**src/verilog/ess_pkg.sv**
```systemverilog
// Constants, field layout and types shared by the encoder speed supervisor
package ess_pkg;

	// Clock and time base
	localparam int CLK_MHZ            = 200;
	localparam int SPEED_GATE_US      = 1000;
	localparam int SPEED_GATE_CYCLES  = CLK_MHZ * SPEED_GATE_US;
	localparam int DELAY_TICK_MS      = 100;
	localparam int DELAY_TICK_CYCLES  = CLK_MHZ * 1000 * DELAY_TICK_MS;

	// Register byte offsets
	localparam logic [7:0] ADDR_CTRL       = 8'h00;
	localparam logic [7:0] ADDR_OS_CFG     = 8'h04;
	localparam logic [7:0] ADDR_DEV_CFG    = 8'h08;
	localparam logic [7:0] ADDR_PORT1_CFG  = 8'h0c;
	localparam logic [7:0] ADDR_PORT1_GEAR = 8'h10;
	localparam logic [7:0] ADDR_PORT2_CFG  = 8'h14;
	localparam logic [7:0] ADDR_PORT2_GEAR = 8'h18;
	localparam logic [7:0] ADDR_FULL_SCALE = 8'h1c;
	localparam logic [7:0] ADDR_STATUS     = 8'h20;
	localparam logic [7:0] ADDR_SPEED      = 8'h24;

	// Control register fields
	localparam int CTRL_OS_ACT_LSB  = 0;
	localparam int CTRL_DEV_ACT_LSB = 2;
	localparam int CTRL_M2SEL_BIT   = 4;

	// Level and delay fields
	localparam int LEVEL_LSB = 0;
	localparam int DELAY_LSB = 16;

	// Port configuration fields
	localparam int PCFG_DIR_BIT  = 0;
	localparam int PCFG_CHAN_BIT = 1;
	localparam int PCFG_DISC_BIT = 2;
	localparam int PCFG_DIV_LSB  = 8;
	localparam int GEAR_MOTOR_LSB = 0;
	localparam int GEAR_LOAD_LSB  = 16;

	// Status bits
	localparam int ST_OS_BIT    = 0;
	localparam int ST_DEV_BIT   = 1;
	localparam int ST_DISC1_BIT = 2;
	localparam int ST_DISC2_BIT = 3;
	localparam int ST_FWD1_BIT  = 4;
	localparam int ST_FWD2_BIT  = 5;
	localparam int ST_FBP2_BIT  = 6;

	// Limits
	localparam logic [6:0] OS_LEVEL_MAX  = 7'h78;
	localparam logic [6:0] DEV_LEVEL_MAX = 7'h32;
	localparam logic [6:0] OS_DELAY_MAX  = 7'h14;
	localparam logic [6:0] DEV_DELAY_MAX = 7'h64;
	localparam logic [6:0] PCT_FULL      = 7'h64;
	localparam logic [7:0] DIV_HUNDRED   = 8'h64;

	// Reset values
	localparam logic [1:0]  OS_ACT_RST     = 2'h1;
	localparam logic [1:0]  DEV_ACT_RST    = 2'h3;
	localparam logic        M2SEL_RST      = 1'b1;
	localparam logic [6:0]  OS_LEVEL_RST   = 7'h73;
	localparam logic [6:0]  OS_DELAY_RST   = 7'h0a;
	localparam logic [6:0]  DEV_LEVEL_RST  = 7'h0a;
	localparam logic [6:0]  DEV_DELAY_RST  = 7'h05;
	localparam logic        DIR_RST        = 1'b0;
	localparam logic        CHAN_RST       = 1'b0;
	localparam logic        DISC_RST       = 1'b1;
	localparam logic [7:0]  DIV_RST        = 8'h01;
	localparam logic [9:0]  TEETH_RST      = 10'h000;
	localparam logic [15:0] FULL_SCALE_RST = 16'h03e8;

	typedef enum logic [1:0] {
		ESS_RAMP,
		ESS_COAST,
		ESS_FAST,
		ESS_ALARM
	} ess_action_t;

endpackage

```
**src/verilog/ess_fault_timer.sv**
```systemverilog
// Level-exceed delay timer with sticky fault flag
`timescale 1ns/1ps
module ess_fault_timer
	import ess_pkg::*;
(
	input  wire logic       clock,
	input  wire logic       sys_rst,
	input  wire logic       exceed,
	input  wire logic       tick,
	input  wire logic [6:0] delay,
	input  wire logic       clear,
	output logic            fault_ff
);
	logic [6:0] cnt_ff;
	wire        expired = exceed & tick & (cnt_ff >= delay);

	always_ff @(posedge clock) begin
		if (sys_rst) begin
			cnt_ff   <= 7'h00;
			fault_ff <= 1'b0;
		end else begin
			if (!exceed)
				cnt_ff <= 7'h00;
			else if (tick && cnt_ff != 7'h7f)
				cnt_ff <= cnt_ff + 7'h01;
			// Set wins over clear
			fault_ff <= expired | (fault_ff & ~clear);
		end
	end
endmodule // ess_fault_timer

```
**src/verilog/ess_port.sv**
```systemverilog
// One pulse encoder port: pin sync, decode, speed count, pulse monitor
`timescale 1ns/1ps
module ess_port
	import ess_pkg::*;
(
	input  wire logic        clock,
	input  wire logic        sys_rst,
	input  wire logic        enc_a,
	input  wire logic        enc_b,
	input  wire logic        card_present,
	input  wire logic        gate_tick,
	input  wire logic        direction_sel,
	input  wire logic        channel_sel,
	input  wire logic [7:0]  monitor_divider,
	output logic [15:0]      speed_count_ff,
	output logic             forward_ff,
	output logic             card_missing_ff,
	output logic             monitor_pulse_ff
);
	logic [2:0]  a_sync_ff;
	logic [2:0]  b_sync_ff;
	logic [2:0]  p_sync_ff;
	logic        a_stable_ff;
	logic        b_stable_ff;
	logic        p_stable_ff;
	logic [15:0] pulse_cnt_ff;
	logic [6:0]  mon_acc_ff;

	// Edges count once the second and third stages agree
	wire a_agree = a_sync_ff[1] == a_sync_ff[2];
	wire b_agree = b_sync_ff[1] == b_sync_ff[2];
	wire p_agree = p_sync_ff[1] == p_sync_ff[2];
	wire a_rise  = a_agree & a_sync_ff[2] & ~a_stable_ff;
	wire b_rise  = b_agree & b_sync_ff[2] & ~b_stable_ff;

	// Single channel counts A only, two channel counts A and B
	wire         b_counts  = channel_sel & b_rise;
	wire [1:0]   inc       = {1'b0, a_rise} + {1'b0, b_counts};
	wire [16:0]  cnt_sum   = {1'b0, pulse_cnt_ff} + {15'h0000, inc};
	wire [15:0]  cnt_sat   = cnt_sum[16] ? 16'hffff : cnt_sum[15:0];
	wire         a_leads   = ~b_stable_ff;

	// Divider digits: n is the hundreds digit, m the last two
	wire         div_n     = monitor_divider >= DIV_HUNDRED;
	wire [7:0]   div_m_raw = monitor_divider - (div_n ? DIV_HUNDRED : 8'h00);
	wire [6:0]   div_m     = (div_m_raw == 8'h00) ? 7'h01 : div_m_raw[6:0];
	wire [6:0]   mon_add   = a_rise ? {5'h00, 1'b0, 1'b1} + {6'h00, div_n} : 7'h00;
	wire [6:0]   mon_sum   = mon_acc_ff + mon_add;
	wire         mon_fire  = mon_sum >= div_m;

	always_ff @(posedge clock) begin
		if (sys_rst) begin
			a_sync_ff   <= 3'h0;
			b_sync_ff   <= 3'h0;
			p_sync_ff   <= 3'h7;
			a_stable_ff <= 1'b0;
			b_stable_ff <= 1'b0;
			p_stable_ff <= 1'b1;
		end else begin
			a_sync_ff <= {a_sync_ff[1:0], enc_a};
			b_sync_ff <= {b_sync_ff[1:0], enc_b};
			p_sync_ff <= {p_sync_ff[1:0], card_present};
			if (a_agree)
				a_stable_ff <= a_sync_ff[2];
			if (b_agree)
				b_stable_ff <= b_sync_ff[2];
			if (p_agree)
				p_stable_ff <= p_sync_ff[2];
		end
	end

	always_ff @(posedge clock) begin
		if (sys_rst) begin
			pulse_cnt_ff   <= 16'h0000;
			speed_count_ff <= 16'h0000;
		end else if (gate_tick) begin
			speed_count_ff <= cnt_sat;
			pulse_cnt_ff   <= 16'h0000;
		end else begin
			pulse_cnt_ff <= cnt_sat;
		end
	end

	always_ff @(posedge clock) begin
		if (sys_rst) begin
			forward_ff      <= 1'b1;
			card_missing_ff <= 1'b0;
		end else begin
			if (a_rise)
				forward_ff <= channel_sel ? (a_leads ^ direction_sel) : 1'b1;
			card_missing_ff <= ~p_stable_ff;
		end
	end

	always_ff @(posedge clock) begin
		if (sys_rst) begin
			mon_acc_ff       <= 7'h00;
			monitor_pulse_ff <= 1'b0;
		end else begin
			mon_acc_ff       <= mon_fire ? mon_sum - div_m : mon_sum;
			monitor_pulse_ff <= mon_fire;
		end
	end
endmodule // ess_port

```
**src/verilog/ess_top.sv**
```systemverilog
// Encoder speed supervisor: registers, port select, fault detection
`timescale 1ns/1ps
// What this block does
// - Overspeed fault when scaled speed stays above a level (max 120%, reset 115%) past a delay up to 2.0 s.
// - Overspeed action code 0 ramp, 1 coast (reset), 2 fast stop, 3 alarm only and keep running.
// - Deviation fault when the difference between reference and speed, either sign, exceeds a level (max 50%, reset 10%) past a delay (reset 0.5 s).
// - Deviation action uses the same codes, resets to 3, and code 3 only flashes a deviation alarm.
// - Per port, with channel select 1, direction 0 means A leading is forward and 1 means B leading is forward; channel select 0 always reports forward.
// - Pulse monitor divider 1..132 splits into digit n and digits m and sets the monitor pulse rate.
// - Speed is scaled by motor teeth over load teeth, with ratio one when either count is zero.
// - Per port, disconnect detection is off at 0 and on at 1, and resets on.
// - Per port, channel select 0 counts A only and 1 uses both A and B, resetting to 0.
// - Motor 2 feedback comes from the primary port at 0 and the secondary port at 1, resetting to 1.
// - Motor 2 feedback switching is disabled for permanent-magnet motors.
module ess_top
	import ess_pkg::*;
#(
	parameter int GATE_CYCLES = SPEED_GATE_CYCLES,
	parameter int TICK_CYCLES = DELAY_TICK_CYCLES
) (
	input  wire logic        clock,
	input  wire logic        sys_rst,
	input  wire logic        wb_cyc_i,
	input  wire logic        wb_stb_i,
	input  wire logic        wb_we_i,
	input  wire logic [7:0]  wb_adr_i,
	input  wire logic [3:0]  wb_sel_i,
	input  wire logic [31:0] wb_dat_i,
	output logic [31:0]      wb_dat_o,
	output logic             wb_ack_o,
	input  wire logic        primary_port_enc_a,
	input  wire logic        primary_port_enc_b,
	input  wire logic        primary_port_card_present,
	input  wire logic        secondary_port_enc_a,
	input  wire logic        secondary_port_enc_b,
	input  wire logic        secondary_port_card_present,
	output logic             primary_port_monitor_pulse,
	output logic             secondary_port_monitor_pulse,
	input  wire logic [15:0] speed_ref,
	input  wire logic        motor2_active,
	input  wire logic        pm_motor,
	output logic             stop_req,
	output logic [1:0]       stop_mode,
	output logic             overspeed_alarm,
	output logic             deviation_alarm_flash,
	output logic             overspeed_fault,
	output logic             speed_deviation_fault,
	output logic             primary_port_disconnect_fault,
	output logic             secondary_port_disconnect_fault
);

	function automatic logic [31:0] wb_merge(input logic [31:0] old_val,
		input logic [31:0] new_val, input logic [3:0] sel);
		logic [31:0] mask;
		mask = {{8{sel[3]}}, {8{sel[2]}}, {8{sel[1]}}, {8{sel[0]}}};
		return (old_val & ~mask) | (new_val & mask);
	endfunction

	function automatic logic [6:0] clamp7(input logic [6:0] val, input logic [6:0] lim);
		return (val > lim) ? lim : val;
	endfunction

	function automatic logic [9:0] teeth_eff(input logic [9:0] val, input logic one);
		return one ? 10'h001 : val;
	endfunction

	localparam logic [31:0] CTRL_RST = 32'(M2SEL_RST) << CTRL_M2SEL_BIT
		| 32'(DEV_ACT_RST) << CTRL_DEV_ACT_LSB | 32'(OS_ACT_RST) << CTRL_OS_ACT_LSB;
	localparam logic [31:0] OS_RST   = 32'(OS_DELAY_RST) << DELAY_LSB
		| 32'(OS_LEVEL_RST) << LEVEL_LSB;
	localparam logic [31:0] DEV_RST  = 32'(DEV_DELAY_RST) << DELAY_LSB
		| 32'(DEV_LEVEL_RST) << LEVEL_LSB;
	localparam logic [31:0] PCFG_RST = 32'(DIV_RST) << PCFG_DIV_LSB
		| 32'(DISC_RST) << PCFG_DISC_BIT | 32'(CHAN_RST) << PCFG_CHAN_BIT
		| 32'(DIR_RST) << PCFG_DIR_BIT;
	localparam logic [31:0] GEAR_RST = 32'(TEETH_RST) << GEAR_LOAD_LSB
		| 32'(TEETH_RST) << GEAR_MOTOR_LSB;

	// Register file
	logic [31:0] ctrl_ff;
	logic [31:0] os_cfg_ff;
	logic [31:0] dev_cfg_ff;
	logic [31:0] pcfg_ff [2];
	logic [31:0] gear_ff [2];
	logic [15:0] full_scale_ff;
	logic        ack_ff;
	logic [31:0] dat_ff;

	wire        bus_req   = wb_cyc_i & wb_stb_i & ~ack_ff;
	// Write lands on the edge where the master sees ack
	wire        wr_en     = wb_cyc_i & wb_stb_i & wb_we_i & ack_ff;
	wire        sel_ctrl  = wb_adr_i == ADDR_CTRL;
	wire        sel_os    = wb_adr_i == ADDR_OS_CFG;
	wire        sel_dev   = wb_adr_i == ADDR_DEV_CFG;
	wire        sel_p1c   = wb_adr_i == ADDR_PORT1_CFG;
	wire        sel_p1g   = wb_adr_i == ADDR_PORT1_GEAR;
	wire        sel_p2c   = wb_adr_i == ADDR_PORT2_CFG;
	wire        sel_p2g   = wb_adr_i == ADDR_PORT2_GEAR;
	wire        sel_fs    = wb_adr_i == ADDR_FULL_SCALE;
	wire        sel_st    = wb_adr_i == ADDR_STATUS;
	wire        sel_spd   = wb_adr_i == ADDR_SPEED;
	wire [1:0]  sel_pcfg  = {sel_p2c, sel_p1c};
	wire [1:0]  sel_gear  = {sel_p2g, sel_p1g};
	wire [31:0] clear_bits = (wr_en & sel_st) ? wb_merge(32'h0, wb_dat_i, wb_sel_i) : 32'h0;
	wire [31:0] fs_merge   = wb_merge({16'h0000, full_scale_ff}, wb_dat_i, wb_sel_i);

	always_ff @(posedge clock) begin
		if (sys_rst) begin
			ctrl_ff       <= CTRL_RST;
			os_cfg_ff     <= OS_RST;
			dev_cfg_ff    <= DEV_RST;
			full_scale_ff <= FULL_SCALE_RST;
		end else if (wr_en) begin
			if (sel_ctrl)
				ctrl_ff <= wb_merge(ctrl_ff, wb_dat_i, wb_sel_i);
			if (sel_os)
				os_cfg_ff <= wb_merge(os_cfg_ff, wb_dat_i, wb_sel_i);
			if (sel_dev)
				dev_cfg_ff <= wb_merge(dev_cfg_ff, wb_dat_i, wb_sel_i);
			if (sel_fs)
				full_scale_ff <= fs_merge[15:0];
		end
	end

	// Per-port configuration and encoder logic
	logic [1:0]  enc_a;
	logic [1:0]  enc_b;
	logic [1:0]  card_present;
	logic [15:0] port_speed [2];
	logic [1:0]  port_fwd;
	logic [1:0]  port_missing;
	logic [1:0]  port_monitor;
	logic [1:0]  disc_fault_ff;
	logic        gate_tick;

	assign enc_a        = {secondary_port_enc_a, primary_port_enc_a};
	assign enc_b        = {secondary_port_enc_b, primary_port_enc_b};
	assign card_present = {secondary_port_card_present, primary_port_card_present};

	genvar gi;
	generate
		for (gi = 0; gi < 2; gi++) begin : g_port
			always_ff @(posedge clock) begin
				if (sys_rst) begin
					pcfg_ff[gi] <= PCFG_RST;
					gear_ff[gi] <= GEAR_RST;
				end else if (wr_en) begin
					if (sel_pcfg[gi])
						pcfg_ff[gi] <= wb_merge(pcfg_ff[gi], wb_dat_i, wb_sel_i);
					if (sel_gear[gi])
						gear_ff[gi] <= wb_merge(gear_ff[gi], wb_dat_i, wb_sel_i);
				end
			end

			always_ff @(posedge clock) begin
				if (sys_rst)
					disc_fault_ff[gi] <= 1'b0;
				else
					disc_fault_ff[gi] <= (port_missing[gi] & pcfg_ff[gi][PCFG_DISC_BIT])
						| (disc_fault_ff[gi] & ~clear_bits[ST_DISC1_BIT + gi]);
			end

			ess_port u_port (
				.clock            (clock),
				.sys_rst          (sys_rst),
				.enc_a            (enc_a[gi]),
				.enc_b            (enc_b[gi]),
				.card_present     (card_present[gi]),
				.gate_tick        (gate_tick),
				.direction_sel    (pcfg_ff[gi][PCFG_DIR_BIT]),
				.channel_sel      (pcfg_ff[gi][PCFG_CHAN_BIT]),
				.monitor_divider  (pcfg_ff[gi][PCFG_DIV_LSB +: 8]),
				.speed_count_ff   (port_speed[gi]),
				.forward_ff       (port_fwd[gi]),
				.card_missing_ff  (port_missing[gi]),
				.monitor_pulse_ff (port_monitor[gi])
			);
		end
	endgenerate

	assign primary_port_monitor_pulse   = port_monitor[0];
	assign secondary_port_monitor_pulse = port_monitor[1];
	assign primary_port_disconnect_fault   = disc_fault_ff[0];
	assign secondary_port_disconnect_fault = disc_fault_ff[1];

	// Rate dividers for speed gate and delay tick
	logic [31:0] gate_cnt_ff;
	logic [31:0] tick_cnt_ff;
	wire         delay_tick = tick_cnt_ff == 32'(TICK_CYCLES - 1);
	assign gate_tick = gate_cnt_ff == 32'(GATE_CYCLES - 1);

	always_ff @(posedge clock) begin
		if (sys_rst) begin
			gate_cnt_ff <= 32'h0;
			tick_cnt_ff <= 32'h0;
		end else begin
			gate_cnt_ff <= gate_tick ? 32'h0 : gate_cnt_ff + 32'h1;
			tick_cnt_ff <= delay_tick ? 32'h0 : tick_cnt_ff + 32'h1;
		end
	end

	// Feedback port choice
	wire fb_port2 = motor2_active & ctrl_ff[CTRL_M2SEL_BIT] & ~pm_motor;
	wire [15:0] fb_speed = fb_port2 ? port_speed[1] : port_speed[0];
	wire [31:0] fb_gear  = fb_port2 ? gear_ff[1] : gear_ff[0];
	wire [9:0]  motor_t  = fb_gear[GEAR_MOTOR_LSB +: 10];
	wire [9:0]  load_t   = fb_gear[GEAR_LOAD_LSB +: 10];
	wire        ratio_one = (motor_t == 10'h000) | (load_t == 10'h000);
	wire [9:0]  motor_e  = teeth_eff(motor_t, ratio_one);
	wire [9:0]  load_e   = teeth_eff(load_t, ratio_one);

	// Comparisons scaled by load teeth to avoid division
	wire [6:0]  os_level  = clamp7(os_cfg_ff[LEVEL_LSB +: 7], OS_LEVEL_MAX);
	wire [6:0]  os_delay  = clamp7(os_cfg_ff[DELAY_LSB +: 7], OS_DELAY_MAX);
	wire [6:0]  dev_level = clamp7(dev_cfg_ff[LEVEL_LSB +: 7], DEV_LEVEL_MAX);
	wire [6:0]  dev_delay = clamp7(dev_cfg_ff[DELAY_LSB +: 7], DEV_DELAY_MAX);
	wire [39:0] spd_m     = 40'(fb_speed) * 40'(motor_e);
	wire [39:0] ref_l     = 40'(speed_ref) * 40'(load_e);
	wire [39:0] fs_l      = 40'(full_scale_ff) * 40'(load_e);
	wire [39:0] diff      = (ref_l > spd_m) ? ref_l - spd_m : spd_m - ref_l;
	wire        os_exceed  = spd_m * 40'(PCT_FULL) > fs_l * 40'(os_level);
	wire        dev_exceed = diff * 40'(PCT_FULL) > fs_l * 40'(dev_level);

	ess_fault_timer u_os_timer (
		.clock    (clock),
		.sys_rst  (sys_rst),
		.exceed   (os_exceed),
		.tick     (delay_tick),
		.delay    (os_delay),
		.clear    (clear_bits[ST_OS_BIT]),
		.fault_ff (overspeed_fault)
	);

	ess_fault_timer u_dev_timer (
		.clock    (clock),
		.sys_rst  (sys_rst),
		.exceed   (dev_exceed),
		.tick     (delay_tick),
		.delay    (dev_delay),
		.clear    (clear_bits[ST_DEV_BIT]),
		.fault_ff (speed_deviation_fault)
	);

	// Stopping actions; overspeed takes priority over deviation
	ess_action_t os_act;
	ess_action_t dev_act;
	logic        stop_req_ff;
	logic [1:0]  stop_mode_ff;
	logic        os_alarm_ff;
	logic        dev_flash_ff;

	assign os_act  = ess_action_t'(ctrl_ff[CTRL_OS_ACT_LSB +: 2]);
	assign dev_act = ess_action_t'(ctrl_ff[CTRL_DEV_ACT_LSB +: 2]);
	wire os_stop   = overspeed_fault & (os_act != ESS_ALARM);
	wire dev_stop  = speed_deviation_fault & (dev_act != ESS_ALARM);
	wire dev_alarm = speed_deviation_fault & (dev_act == ESS_ALARM);

	always_ff @(posedge clock) begin
		if (sys_rst) begin
			stop_req_ff  <= 1'b0;
			stop_mode_ff <= ESS_COAST;
			os_alarm_ff  <= 1'b0;
			dev_flash_ff <= 1'b0;
		end else begin
			stop_req_ff <= os_stop | dev_stop;
			if (os_stop)
				stop_mode_ff <= os_act;
			else if (dev_stop)
				stop_mode_ff <= dev_act;
			os_alarm_ff <= overspeed_fault & (os_act == ESS_ALARM);
			if (!dev_alarm)
				dev_flash_ff <= 1'b0;
			else if (delay_tick)
				dev_flash_ff <= ~dev_flash_ff;
		end
	end

	assign stop_req              = stop_req_ff;
	assign stop_mode             = stop_mode_ff;
	assign overspeed_alarm       = os_alarm_ff;
	assign deviation_alarm_flash = dev_flash_ff;

	// Read side
	wire [31:0] status_word = {25'h0, fb_port2, port_fwd, disc_fault_ff,
		speed_deviation_fault, overspeed_fault};
	wire [31:0] rd_mux =
		sel_ctrl ? ctrl_ff :
		sel_os   ? os_cfg_ff :
		sel_dev  ? dev_cfg_ff :
		sel_p1c  ? pcfg_ff[0] :
		sel_p1g  ? gear_ff[0] :
		sel_p2c  ? pcfg_ff[1] :
		sel_p2g  ? gear_ff[1] :
		sel_fs   ? {16'h0000, full_scale_ff} :
		sel_st   ? status_word :
		sel_spd  ? {port_speed[1], port_speed[0]} : 32'h0;

	always_ff @(posedge clock) begin
		if (sys_rst) begin
			ack_ff <= 1'b0;
			dat_ff <= 32'h0;
		end else begin
			ack_ff <= bus_req;
			if (bus_req && !wb_we_i)
				dat_ff <= rd_mux;
		end
	end

	assign wb_ack_o = ack_ff;
	assign wb_dat_o = dat_ff;

endmodule // ess_top
```
**config.mk**
```make
export PLATFORM = sky130hd
export DESIGN_NAME = ess_top
export DESIGN_NICKNAME = d
export VERILOG_FILES = /design/src/verilog/ess_pkg.sv /design/src/verilog/ess_fault_timer.sv /design/src/verilog/ess_port.sv /design/src/verilog/ess_top.sv
export SDC_FILE = /design/constraint.sdc
export NUM_CORES = 2
export LEC_CHECK = 0
export ABC_AREA = 1
export BUFFER_PORTS_ARGS = -buffer_cell sky130_fd_sc_hd__buf_2
export CAP_MARGIN = 30
export CORE_MARGIN = 4
export CORE_UTILIZATION = 30
export DETAILED_ROUTE_END_ITERATION = 16
export PLACE_DENSITY_LB_ADDON = 0.2
export RECOVER_POWER = 50
export REMOVE_ABC_BUFFERS = 1
export SYNTH_ARGS = -nofsm -noshare
export SYNTH_HDL_FRONTEND = slang
export SYNTH_SLANG_ARGS = --single-unit
export TNS_END_PERCENT = 10
```
**constraint.sdc**
```tcl
create_clock -name clock -period 13.1 [get_ports clock]
set_input_delay 1.31 -clock clock [delete_from_list [all_inputs] [get_ports clock]]
set_output_delay 1.31 -clock clock [all_outputs]
set_load 0.05 [all_outputs]
```
### Word-level counts from Yosys, hierarchy flattened

Memory sizes are Yosys's and may differ from the RTL's.
Index checks and enable logic that the tools add are counted.

| operators by class | value |
|---|---|
| add/sub/neg operators | 18 |
| $mul | 7 |
| order comparisons | 13 |
| equality and inequality tests | 23 |
| mux-type cells | 56 |
| bitwise operators | 77 |
| reduce and logical (&&, ||, !) cells | 19 |

Operators by type and width:

| operator | number |
|---|---|
| 2-to-1 mux 32 bit | 14 |
| AND 32 bit | 8 |
| bitwise OR 32 bit | 7 |
| 2-to-1 mux 7 bit | 12 |
| multiplier 16 x 10 -> 26 bit | 3 |
| multiplier 26 x 7 -> 33 bit | 2 |
| adder 32 x 1 -> 32 bit, second input constant | 2 |
| subtractor 26 x 26 -> 27 bit | 2 |
| 2-to-1 mux 16 bit | 3 |
| greater-than comparator 40 x 33 -> 1 bit | 1 |
| multiplier 40 x 5 -> 38 bit, second input constant | 1 |
| 2-to-1 mux 40 bit | 1 |
| adder 16 x 2 -> 17 bit | 2 |
| greater-than comparator 33 bit | 1 |
| == test 32 x 18 -> 1 bit, second input constant | 1 |
| == test 32 x 25 -> 1 bit, second input constant | 1 |
| == test 8 x 5 -> 1 bit, second input constant | 4 |
| NOT 32 bit | 1 |
| AND 1 bit | 31 |
| multiplier 26 x 5 -> 31 bit, second input constant | 1 |
| greater-or-equal comparator 7 bit | 4 |
| greater-than comparator 26 bit | 1 |
| 2-to-1 mux 26 bit | 1 |
| zero test 8 bit | 3 |
| 32 further kinds | 106 |

| word-level totals | value |
|---|---|
| register bits after elaboration | 340 |
| RAM bits | 128 |
| bits of input ports | 73 |
| output and inout port bits | 44 |
| memories kept | 2 |

Memory list:

| memory | words | bits a word | rd ports | clocked after Yosys merged registers in | wr ports | line | text |
|---|---|---|---|---|---|---|---|
| gear_ff | 2 | 32 | 2 | 0 | 2 | ess_top.sv:84 | `logic [31:0] gear_ff [2];` |
| pcfg_ff | 2 | 32 | 2 | 0 | 2 | ess_top.sv:83 | `logic [31:0] pcfg_ff [2];` |

### Depth between registers and ports, before layout

| logic depth | value |
|---|---|
| depth in word-level cells | 14 |
| mapped depth | 87 |
| gate-level depth less buffers | 84 |

### Modules after synthesis

From an unflattened synthesis, not the netlist that was laid out.

| unflattened totals | value |
|---|---|
| cells, all modules | 7729 |
| area total of the unflattened synthesis | 57998.1 µm² |

Modules (own cells, without submodules):

| module | instances | cells each | area an instance (µm²) | sequential area each (µm²) |
|---|---|---|---|---|
| ess_top | 1 | 6711 | 50968.9 | 8167.8 |
| ess_port | 2 | 417 | 2915.3 | 1081.0 |
| ess_fault_timer | 2 | 92 | 599.3 | 160.2 |

### Worst setup path after synthesis

OpenSTA, ideal clock, no wires.

| timing path | value |
|---|---|
| path type | input-to-reg |
| from | input pm_motor |
| to | register u_dev_timer.cnt_ff[6] |
| setup time | 0.116 ns |
| arrival | 13.729 ns |
| data required time | 12.984 ns |
| path slack | -0.745 ns |
| stages on the path | 77 |
| path through | inv_1 -> nand3_2 -> clkbuf_1 -> o21ai_0 -> nand2_1 -> nor3b_1 -> nand3b_1 -> nand2_1 -> clkbuf_1 -> nor2_1 -> inv_1 -> clkbuf_1 -> nor2_1 -> fa_1 -> fa_1 -> fa_1 -> fa_1 -> inv_1 -> (+41 left out) -> nand2_1 -> inv_1 -> o21a_1 -> o21ai_0 -> a21oi_1 -> o31ai_1 -> xor2_1 -> ha_1 -> nand2_1 -> nor2_1 -> a2111oi_0 -> nand2_1 -> nand2_1 -> a21oi_1 -> a21oi_2 -> nand2_2 -> nand2_4 -> nor2_2 |

| on the way | value |
|---|---|
| cells in the longest elaborated chain, start to end | 13 |
| elaborated cells on any way between the ends | 21 |

Ends and longest elaborated chain:

| what | line | text |
|---|---|---|
| start: declaration | ess_top.sv:41 | `input wire logic pm_motor,` |
| NOT 1 bit (*) | ess_top.sv:203 | `wire fb_port2 = motor2_active & ctrl_ff[CTRL_M2SEL_BIT] & ~pm_motor;` |
| AND 1 bit (*) | ess_top.sv:203 |  |
| 2-to-1 mux 26 bit | ess_top.sv:205 | `wire [31:0] fb_gear = fb_port2 ? gear_ff[1] : gear_ff[0];` |
| zero test 10 bit | ess_top.sv:208 | `wire ratio_one = (motor_t == 10'h000) \| (load_t == 10'h000);` |
| bitwise OR 1 bit | ess_top.sv:208 |  |
| 2-to-1 mux 10 bit | ess_top.sv:64 | `return one ? 10'h001 : val;` |
| multiplier 16 x 10 -> 26 bit, on equally long branches | ess_top.sv:217, ess_top.sv:218 |  |
| subtractor 26 x 26 -> 27 bit / greater-than comparator 26 bit (equally long branches) | ess_top.sv:220 | `wire [39:0] diff = (ref_l > spd_m) ? ref_l - spd_m : spd_m - ref_l;` |
| 2-to-1 mux 40 bit | ess_top.sv:220 |  |
| multiplier 40 x 5 -> 38 bit | ess_top.sv:222 | `wire dev_exceed = diff * 40'(PCT_FULL) > fs_l * 40'(dev_level);` |
| greater-than comparator 40 x 33 -> 1 bit (*) | ess_top.sv:222 |  |
| NOT 1 bit (no source line) (*) | - |  |
| OR reduction 2 bit (no source line) (*) | - |  |
| end signal: assignment | ess_fault_timer.sv:25 | `cnt_ff <= cnt_ff + 7'h01;` |
| end: declaration | ess_fault_timer.sv:14 | `logic [6:0] cnt_ff;` |

Mark *: on every way between the ends. The rest lies on a longest branch, timed or not.
A chain may end at the register's enable or synchronous reset.

### Worst setup path after layout

Ends and elaborated chain as after synthesis.

==> impl_metrics.env <==
export IMPL_run_status="finished with violations"
export IMPL_failing_checks="setup timing"
export IMPL_number_of_global_route_vias_before_repair=53089
export IMPL_clock_path_buffers=3
export IMPL_worst_case_reg_to_reg_path_depth=77
export IMPL_initial_core_utilization_pct=30.3
export IMPL_critPathKind="in2reg"
export IMPL_grt_antenna_before_repair=9
export IMPL_floorplan_die_area_um2=197000
export IMPL_worstSetupPathDepth=79
export IMPL_synth_top_cells_by_area="sky130_fd_sc_hd__fa_1 (22%), sky130_fd_sc_hd__ha_1 (13%), sky130_fd_sc_hd__dfxtp_1 (12%), sky130_fd_sc_hd__nand2_1 (9.4%), sky130_fd_sc_hd__inv_1 (9.2%)"
export IMPL_synth_simple_area_share_pct=19.3
export IMPL_syn_to_final_growth_pct=23.8
export IMPL_cp_data_arrival_time_ns=13.81
export IMPL_synth_flop_cell="sky130_fd_sc_hd__dfxtp_1"
export IMPL_cp_top_family="adder cells"
export IMPL_hpwl_um=161000
export IMPL_critical_path_n_buffers_inverters=25
export IMPL_synth_compound_area_share_pct=12.0
export IMPL_setup_repair_after_global_routing_missed_its_margin="true"
export IMPL_drt_first_iter_violations=3042
export IMPL_synth_seq_cells=468
export IMPL_grt_start_max_net_pins=83
export IMPL_synth_yosys_warnings=0
export IMPL_cts_made_buffers=47
export IMPL_yosysTopAreaCellShare_pct=21.8
export IMPL_timing_critical_path_from_type="input port"
export IMPL_worst_endpoint_required_ns=13.62
export IMPL_yosys_area_share_xor_xnor_pct=3.77
export IMPL_drive_above_1_share_pct=18.0
export IMPL_leading_cell_types_by_count_after_synthesis="sky130_fd_sc_hd__nand2_1 (1,423), sky130_fd_sc_hd__inv_1 (1,397), sky130_fd_sc_hd__nor2_1 (734)"
export IMPL_clk_latency_ns=0.60
export IMPL_design_final_nets=9794
export IMPL_synth_cell_area_um2=57000
export IMPL_tritoncts_clock_tree="done"
export IMPL_fp_coreArea_um2=188000
export IMPL_critPathMostFrequentCell="sky130_fd_sc_hd__buf_4"
export IMPL_synth_adder_area_share_pct=35.2
export IMPL_max_slew_margin_pct=30.6
export IMPL_deepest_level_of_the_cts_h_tree=2
export IMPL_finalWorstPathRequiredPeriod_ns=13.29
export IMPL_hold_depth=2
export IMPL_synth_edff_count=128
export IMPL_fin_crit_sh_pct=101
export IMPL_row_count=159
export IMPL_syn_mean_instance_area_um2=7.64
export IMPL_cpPeakStageDelay_ns=0.55
export IMPL_wirelength_um=196000
export IMPL_drcViolationCount=0
export IMPL_finish_utilization_pct=37.5
export IMPL_ys_types=76
export IMPL_pin_count=117
export IMPL_cap_viol_max_count=0
export IMPL_post_cts_hold_buffer_count=0
export IMPL_via_per_inst=4.72
export IMPL_gpl_final_weighted_congestion=0.900
export IMPL_synth_most_common_cell="sky130_fd_sc_hd__nand2_1"
export IMPL_pre_cts_ws_ns=-1.76
export IMPL_antenna_cells=0
export IMPL_standard_cell_with_the_maximum_stage_delay_on_the_critical_path="sky130_fd_sc_hd__fa_1"
export IMPL_grt_total_usage_pct=19.6
export IMPL_port_buffer_count=116
export IMPL_dr_pass1_iters=5
export IMPL_finalHoldViolCount=0
export IMPL_die_w_um=444
export IMPL_clock_pin_slew_on_the_worst_setup_and_hold_paths_ns=0.06
export IMPL_cells_after_synth=7468
export IMPL_maxClockFrequency_mhz=75.2
export IMPL_route_vias_total=51991
export IMPL_final_setup_viol_count=9
export IMPL_grt_remaining_overflow=0
export IMPL_clock_sinks=468
export IMPL_fin_worst_skew_ns=0.0242
export IMPL_ys_async_sr_fraction_pct=0
export IMPL_critical_path_peak_fanout=30
export IMPL_die_h_um=444
export IMPL_final_setup_worst_slack_ns=-0.192
export IMPL_synth_yosys_seq_area_share_pct=18.7
export IMPL_synth_mux_area_fraction_pct=0.114
export IMPL_post_synth_top_area_cell="sky130_fd_sc_hd__fa_1"
export IMPL_synth_top_family_by_area="adder cells"
export IMPL_min_delay_path_class="reg2reg"
export IMPL_postRouteAntennaNets=0
export IMPL_tightest_slew_ns=1.04
export IMPL_final_slew_violations=0
export IMPL_worst_setup_path_end_kind="flip-flop"
export IMPL_global_route_wire_length_before_repair_um=305000
export IMPL_wl_per_cell_um=17.7
export IMPL_ctsRootBufferMaster="sky130_fd_sc_hd__clkbuf_16"
per-stage QoR:
step | instance area [um2] | cells | hold WS [ns] | setup TNS, ns
2_1_floorplan | 56200 | 7257 | 0.388 | -15.34
3_3_place_gp | 68100 | 10917 | 0.393 | -22.09
3_5_place_dp | 68100 | 10917 | 0.397 | -23.04
4_1_cts | 70200 | 11018 | 0.408 | -2.68
5_1_grt | 70600 | 11023 | 0.425 | -12.69
6_report | 70600 | 11023 | 0.404 | -1.43
tightest hold or removal path, cell delays in order (launching register included):
cell and delay [ns]:
sky130_fd_sc_hd__dfxtp_1 0.29, sky130_fd_sc_hd__inv_1 0.04, sky130_fd_sc_hd__nor2_1 0.03
placed cells by master (no fill, tap or decap), types with 55 or more instances in the layout:
| cell type | synthesis | layout |
|---|---|---|
| sky130_fd_sc_hd__xnor2_1 | 88 | 84 |
| sky130_fd_sc_hd__buf_2 | 2 | 115 |
| sky130_fd_sc_hd__ha_1 | 609 | 599 |
| sky130_fd_sc_hd__or2_2 | 55 | 55 |
| sky130_fd_sc_hd__xor2_1 | 154 | 145 |
| sky130_fd_sc_hd__nand4_1 | 57 | 57 |
| sky130_fd_sc_hd__nand3_1 | 167 | 165 |
| sky130_fd_sc_hd__nand2_1 | 1423 | 1413 |
| sky130_fd_sc_hd__a21oi_1 | 643 | 624 |
| sky130_fd_sc_hd__inv_1 | 1397 | 1393 |
| sky130_fd_sc_hd__fa_1 | 621 | 621 |
| sky130_fd_sc_hd__buf_4 | 1 | 1042 |
| sky130_fd_sc_hd__nor3_1 | 63 | 56 |
| sky130_fd_sc_hd__nor2_1 | 734 | 720 |
| sky130_fd_sc_hd__edfxtp_1 | 128 | 128 |
| sky130_fd_sc_hd__dfxtp_1 | 340 | 340 |
| sky130_fd_sc_hd__o21ai_0 | 265 | 244 |
cell type report:
type / instances / area [um2]
clock inverter: 16 / 198
fill: 19823 / 118000
sequential: 468 / 10700
clock buffer: 70 / 1490
tap: 2495 / 3120
multi-input combinational: 5363 / 40900
timing repair buffer: 1184 / 8890
inverter: 1427 / 5370
worst paths after layout:
check	startpoint	to	slack (ns)
setup reg to reg	flip-flop	u_dev_timer.cnt_ff[6]$_SDFFE_PP0P_	0.20
hold / removal	g_port[0].u_port.a_sync_ff[0]$_SDFF_PP0_	g_port[0].u_port.a_sync_ff[1]$_SDFF_PP0_	0.40
hold reg to reg	g_port[0].u_port.a_sync_ff[0]$_SDFF_PP0_	g_port[0].u_port.a_sync_ff[1]$_SDFF_PP0_	0.40
setup / recovery	pm_motor	u_dev_timer.cnt_ff[6]$_SDFFE_PP0P_	-0.19
timing repair:
action	in CTS	in global routing
gates cloned	1	0
setup buffers	14	3
resized for setup	91	56
pin swaps	33	27
endpoints found under the setup margin	16	16
cell families after synthesis:
kind of cell | count (synthesis)
adder cells (fa/ha/maj) | 1232
AO/OA/AOI/OAI | 1219
multiplexers | 6
XOR/XNOR | 244
buffers and inverters | 1664
other | 2
flip-flops | 468
AND/OR/NAND/NOR | 2633
metal layers:
metal / GRT usage (%) / wire, um / up-vias
li1: - / - / 25628
met1: 25.7 / 86900 / 25025
met2: 34.7 / 95200 / 1105
met3: 1.55 / 7630 / 231
met4: 5.02 / 5780 / 2
met5: 0 / 15 / -
Power is left out: the tool's default activity adds up to more than one toggle a clock period on the data nets, which glitch-free logic cannot reach.
